File: src/design/vrc_defs.vh
`ifndef VRC_DEFS_VH
`define VRC_DEFS_VH

// ---------------------------------------------------------------
// register map (byte addresses)
// ---------------------------------------------------------------
`define VRC_ADDR_CTRL       8'h00
`define VRC_ADDR_TEMP       8'h04

// ---------------------------------------------------------------
// control register fields
// ---------------------------------------------------------------
`define VRC_BIT_REF_EN      7
`define VRC_BIT_READY       6
`define VRC_BIT_TS_EN       5
`define VRC_BIT_TS_RNG      4
`define VRC_CDA_HI          3
`define VRC_CDA_LO          2
`define VRC_ADC_HI          1
`define VRC_ADC_LO          0
`define VRC_CTRL_RESET      8'h00
`define VRC_WR_MASK         8'hBF

// ---------------------------------------------------------------
// temperature sampling status fields
// ---------------------------------------------------------------
`define VRC_BIT_CH_SEL      0
`define VRC_BIT_CONV_OK     1

// ---------------------------------------------------------------
// gain codes
// ---------------------------------------------------------------
`define VRC_GAIN_OFF        2'h0
`define VRC_GAIN_X1         2'h1
`define VRC_GAIN_X2         2'h2
`define VRC_GAIN_X4         2'h3

// ---------------------------------------------------------------
// timing
// ---------------------------------------------------------------
`define VRC_CLK_MHZ         250
`define VRC_SETTLE_US       25
`define VRC_SETTLE_CYC      (`VRC_SETTLE_US * `VRC_CLK_MHZ)
`define VRC_ACQ_US          200
`define VRC_ACQ_CYC         (`VRC_ACQ_US * `VRC_CLK_MHZ)

`endif

File: src/design/vrc_gain_dec.v
`timescale 1ns/100ps
`include "vrc_defs.vh"

// ---------------------------------------------------------------
// two-bit gain code to buffer enable and one-hot gain
// ---------------------------------------------------------------
module vrc_gain_dec (
	input  wire       clk_i,
	input  wire       rst_i,
	input  wire [1:0] code_i,
	output reg        buf_on_o,
	output reg  [2:0] gain_o
);

	function [2:0] gain_of;
		input [1:0] c;
		begin
			case (c)
				`VRC_GAIN_X4: gain_of = 3'h4;
				`VRC_GAIN_X2: gain_of = 3'h2;
				`VRC_GAIN_X1: gain_of = 3'h1;
				default:      gain_of = 3'h0;
			endcase
		end
	endfunction

	always @(posedge clk_i) begin
		if (rst_i) begin
			buf_on_o <= 1'b0;
			gain_o   <= 3'h0;
		end else begin
			buf_on_o <= (code_i != `VRC_GAIN_OFF);
			gain_o   <= gain_of(code_i);
		end
	end

endmodule

File: src/design/vrc_timer.v
`timescale 1ns/100ps

// ---------------------------------------------------------------
// down counter: done once count cycles have passed since start
// ---------------------------------------------------------------
module vrc_timer #(
	parameter integer COUNT = 16
) (
	input  wire clk_i,
	input  wire rst_i,
	input  wire start_i,
	input  wire run_i,
	output reg  done_o
);

	localparam integer W = (COUNT < 2) ? 1 : $clog2(COUNT + 1);
	localparam [W-1:0] LOAD = COUNT[W-1:0];

	reg [W-1:0] cnt_reg;

	always @(posedge clk_i) begin
		// reload while idle so the count starts the moment run rises
		if (rst_i || !run_i) begin
			cnt_reg <= LOAD;
			done_o  <= 1'b0;
		end else if (start_i) begin
			cnt_reg <= LOAD;
			done_o  <= 1'b0;
		end else if (cnt_reg > {{(W-1){1'b0}}, 1'b1}) begin
			cnt_reg <= cnt_reg - {{(W-1){1'b0}}, 1'b1};
		end else begin
			cnt_reg <= {W{1'b0}};
			done_o  <= 1'b1;
		end
	end

endmodule

File: src/design/vrc_top.v
`timescale 1ns/100ps
`include "vrc_defs.vh"

module vrc_top #(
	parameter         READY_ALWAYS = 1'b1,
	parameter integer SETTLE_CYC   = `VRC_SETTLE_CYC,
	parameter integer ACQ_CYC      = `VRC_ACQ_CYC
) (
	input  wire        clk_i,
	input  wire        rst_i,
	input  wire        cyc_i,
	input  wire        stb_i,
	input  wire        we_i,
	input  wire [7:0]  adr_i,
	input  wire [3:0]  sel_i,
	input  wire [31:0] dat_i,
	output reg  [31:0] dat_o,
	output reg         ack_o,
	output reg         ref_on_o,
	output reg         ts_on_o,
	output reg         ts_high_range_o,
	output reg         ts_to_adc_o,
	output wire        adc_buf_on_o,
	output wire [2:0]  adc_gain_o,
	output wire        cda_buf_on_o,
	output wire [2:0]  cda_gain_o
);

	// ---------------------------------------------------------------
	// registers
	// ---------------------------------------------------------------
	reg  [7:0] ctrl_reg;
	reg        ch_sel_reg;
	wire       settled;
	wire       acq_ok;
	wire       ready;
	wire       req;
	wire       wr_ctrl;
	wire       wr_temp;

	assign req     = cyc_i && stb_i && !ack_o;
	assign wr_ctrl = req && we_i && sel_i[0] && (adr_i == `VRC_ADDR_CTRL);
	assign wr_temp = req && we_i && sel_i[0] && (adr_i == `VRC_ADDR_TEMP);

	// ready masks: forced high on this variant, else gated by settling
	assign ready = READY_ALWAYS ? 1'b1 :
		(ctrl_reg[`VRC_BIT_REF_EN] && settled);

	always @(posedge clk_i) begin
		if (rst_i) begin
			ctrl_reg   <= `VRC_CTRL_RESET;
			ch_sel_reg <= 1'b0;
		end else begin
			if (wr_ctrl)
				ctrl_reg <= dat_i[7:0] & `VRC_WR_MASK;
			if (wr_temp)
				ch_sel_reg <= dat_i[`VRC_BIT_CH_SEL];
		end
	end

	// ---------------------------------------------------------------
	// settling and acquisition timers
	// ---------------------------------------------------------------
	vrc_timer #(
		.COUNT(SETTLE_CYC)
	) u_settle (
		.clk_i  (clk_i),
		.rst_i  (rst_i),
		.start_i(1'b0),
		.run_i  (ctrl_reg[`VRC_BIT_REF_EN]),
		.done_o (settled)
	);

	// status only: software is trusted to honour the wait itself
	vrc_timer #(
		.COUNT(ACQ_CYC)
	) u_acq (
		.clk_i  (clk_i),
		.rst_i  (rst_i),
		.start_i(1'b0),
		.run_i  (ch_sel_reg && ctrl_reg[`VRC_BIT_TS_EN]),
		.done_o (acq_ok)
	);

	// ---------------------------------------------------------------
	// gain stages
	// ---------------------------------------------------------------
	vrc_gain_dec u_cda (
		.clk_i   (clk_i),
		.rst_i   (rst_i),
		.code_i  (ctrl_reg[`VRC_CDA_HI:`VRC_CDA_LO]),
		.buf_on_o(cda_buf_on_o),
		.gain_o  (cda_gain_o)
	);

	vrc_gain_dec u_adc (
		.clk_i   (clk_i),
		.rst_i   (rst_i),
		.code_i  (ctrl_reg[`VRC_ADC_HI:`VRC_ADC_LO]),
		.buf_on_o(adc_buf_on_o),
		.gain_o  (adc_gain_o)
	);

	// ---------------------------------------------------------------
	// analog controls and bus answer
	// ---------------------------------------------------------------
	always @(posedge clk_i) begin
		if (rst_i) begin
			ref_on_o        <= 1'b0;
			ts_on_o         <= 1'b0;
			ts_high_range_o <= 1'b0;
			ts_to_adc_o     <= 1'b0;
			ack_o           <= 1'b0;
			dat_o           <= 32'h00000000;
		end else begin
			ref_on_o        <= ctrl_reg[`VRC_BIT_REF_EN];
			ts_on_o         <= ctrl_reg[`VRC_BIT_TS_EN];
			ts_high_range_o <= ctrl_reg[`VRC_BIT_TS_RNG];
			ts_to_adc_o     <= ch_sel_reg && ctrl_reg[`VRC_BIT_TS_EN];
			ack_o           <= req;
			dat_o           <= 32'h00000000;
			if (req && !we_i) begin
				case (adr_i)
					`VRC_ADDR_CTRL:
						dat_o <= {24'h000000, ctrl_reg[7], ready, ctrl_reg[5:0]};
					`VRC_ADDR_TEMP:
						dat_o <= {30'h00000000, acq_ok, ch_sel_reg};
					default:
						dat_o <= 32'h00000000;
				endcase
			end
		end
	end

endmodule

File: config.mk
export PLATFORM = sky130hd
export DESIGN_NAME = vrc_top
export DESIGN_NICKNAME = d
export VERILOG_FILES = /design/src/design/vrc_gain_dec.v /design/src/design/vrc_timer.v /design/src/design/vrc_top.v
export VERILOG_INCLUDE_DIRS = /design/src /design/src/design
export SDC_FILE = /design/constraint.sdc
export NUM_CORES = 1
export LEC_CHECK = 0
export BUFFER_PORTS_ARGS = -buffer_cell sky130_fd_sc_hd__buf_2
export CAP_MARGIN = 15
export CORE_UTILIZATION = 40
export CTS_CLUSTER_SIZE = 40
export DETAILED_ROUTE_END_ITERATION = 16
export HOLD_SLACK_MARGIN = 0.03
export PLACE_DENSITY = 0.71
export REMOVE_ABC_BUFFERS = 1
export SYNTH_ARGS = -nofsm -noshare
export SYNTH_HDL_FRONTEND = slang
export SYNTH_SLANG_ARGS = --single-unit
File: constraint.sdc
create_clock -name clk_i -period 2.8 [get_ports clk_i]
set_clock_uncertainty 0.2 [all_clocks]
set_input_delay 0.56 -clock clk_i [delete_from_list [all_inputs] [get_ports clk_i]]
set_output_delay 0.56 -clock clk_i [all_outputs]
set_load 0.05 [all_outputs]
==> results.cfg <==
[status]
status = finished, final reports clean

[grt]
grt_pass1_vias = 1239
grt-ovfl-total = 0
grt.total_usage_pct = 14.1
grt_pass1_wl_um = 5510
antenna_found_initial = 0
grt_max_degree = 22

[clock_network]
postCtsSetupBuffers = 0
ctsHoldBuffers = 0
insertion_delay_ns = 0.29
path_clk_slew_ns = 0.08
cts_tree = yes
ctsResizeCount = 0
numCtsBuffers = 5
clockBufferDepth = 2
cts_max_level = 2
cts-root-buf = clkbuf_8
cts_sinks = 46

[route]
drt_iter0_drc = 85
firstDrtPassIters = 12
drc = 0
totalWireLength_um = 3110
num_vias = 1340
drt-vias-per-instance = 4.67
ant_nets = 0
avgRoutedWirePerCell_um = 10.9

[placement]
hpwl_um = 2300
placed_cell_area_um2 = 2060
gp_congestion = 0.823
portBuffers = 41

[sta]
timing.hold.ws_ns = 0.279
worst_pin_slew_ns = 0.638
setup_viol = 0
finalHoldViolCount = 0
rsz0062_at_grt = no
max_freq_mhz = 460
fin_crit_sh_pct = 77.6
fin_crit_ns = 2.17
maxSlewHeadroom_pct = 57.1
finalSetupTns_ns = 0
slew_violations = 0

[cells_and_area]
stdcell_area_um2 = 2170
fin_nets = 285
area_delta_synth_final_pct = 13.8
drive_above_1_share_pct = 24.7
num_antenna_cells = 0
largest_reg_flops = 16

[die]
ios = 94
fp.dieW_um = 71
core-area_um2 = 4470
die_area_um2 = 5040
die_y_um = 71
rows = 24
initial_core_util_pct = 42.6

[synth]
avgSynthCellArea_um2 = 9.97
yosysUniqueCellTypes = 36
ys_seq_area_share_pct = 48.4
syn-cell-area_um2 = 1900
synth_warnings = 0
postSynthCellCount = 191
ys_ff_latch = 46

[critical_path]
required_ns = 2.76
arrival_ns = 2.13
cp-start-kind = flop
crit_type = reg -> reg
crit_path_end_kind = flop
crit_fanout = 13

[power_and_ir_drop]
p_per_area_nw_per_um2 = 568
ir_worst_vdd_mv = 0.203
p_leak_nw = 0.982

[worst_hold_path]
min_path_type = reg -> reg

[flow_run]
drv_cap = 0
## kinds of logic after synthesis
group,after synthesis,share of synthesized area [%]
AND/OR/NAND/NOR,75,23.5
buffers and inverters,32,11.7
AO/OA/AOI/OAI,13,4.21
other,1,0.197
flip-flops,46,48.4
adder cells (fa/ha/maj),2,1.31
XOR/XNOR,13,5.98
multiplexers,9,4.73
## final timing paths
path,startpoint,end,slack (ns),cells past startpoint
hold reg to reg,u_acq.done_o$_SDFFE_PP0P_,u_acq.done_o$_SDFFE_PP0P_,0.28,1
hold / removal,u_acq.done_o$_SDFFE_PP0P_,u_acq.done_o$_SDFFE_PP0P_,0.28,1
setup reg to reg,u_acq.cnt_reg[6]$_SDFF_PP1_,u_acq.cnt_reg[15]$_SDFF_PP1_,0.63,4
setup / recovery,u_acq.cnt_reg[6]$_SDFF_PP1_,u_acq.cnt_reg[15]$_SDFF_PP1_,0.63,4
## cell type report
class / count / area [µm²]
clock buffer: 6 / 72.6
clock inverter: 2 / 37.5
fill: 429 / 2310
inverter: 3 / 11.3
multi-input combinational: 136 / 847
sequential: 46 / 921
tap: 52 / 65.1
timing repair buffer: 42 / 213
## placed cells by master (no fill, tap or decap), types with 5 or more instances in the layout
master	count
conb_1	24
xnor2_1	10
buf_2	41
clkbuf_8	5
mux2i_1	9
and2_1	6
dfxtp_1	46
nor2_1	29
nor4_1	6
## cell usage after synthesis
cell      count  share of area, %
buf_6         1              0.59
nor4_1        6               2.0
inv_1         3              0.59
dfxtp_1      46                48
nor2_1       29               5.7
nor2_2        1              0.33
nand4_1       4               1.3
o21a_1        1              0.39
and3b_1       4               1.8
o21ai_1       2              0.53
nor2b_1       4               1.3
and2_1        6               2.0
o31ai_1       1              0.39
o211ai_1      1              0.39
or4b_4        1              0.72
buf_2         1              0.26
clkbuf_1      2              0.39
and4_1        1              0.46
xnor2_1      10               4.6
nor4_2        2               1.3
nor3_1        4               1.1
a21oi_1       2              0.53
nand2_1       2              0.39
or4_1         1              0.39
o21ai_2       2              0.92
o21ai_0       4               1.1
xor2_1        3               1.4
nor3b_1       4               1.6
ha_1          2               1.3
buf_4        25               9.9
or3_1         1              0.33
mux2i_1       9               4.7
nand3_1       2              0.53
nor4_4        1               1.1
or4_4         2               1.2
conb_1        1              0.20
## power by group
part           switching [W]  internal, W  leakage, nW  total [W]
combinational      0.0000843    0.0000133        0.560  0.0000977
clock               0.000213     0.000266       0.0514   0.000479
sequential       0.000000288     0.000654        0.371   0.000654
## critical path, stage by stage, from the launching register on
cell and delay, ns:
dfxtp_1 0.37, nor4_1 0.61, nand2_1 0.18, o21ai_2 0.53
o21ai_0 0.16
## routing by layer
layer	share of wire (%)	global-route usage [%]
met5	0	0
met4	1.4	6.44
met3	5.8	5.27
met2	45	20.8
met1	47	18.2
## per-stage QoR
step           total power [W]  setup WS [ns]  utilization [%]  cells
2_1_floorplan         0.000747          0.849                -    185
3_3_place_gp          0.000766          0.646             46.0    279
3_5_place_dp          0.000767          0.645             46.0    279
4_1_cts                0.00125          0.640             48.4    287
5_1_grt                0.00128          0.398             48.4    287
6_report               0.00123          0.628             48.4    287
No activity file was read; power rests on OpenSTA's default activity.
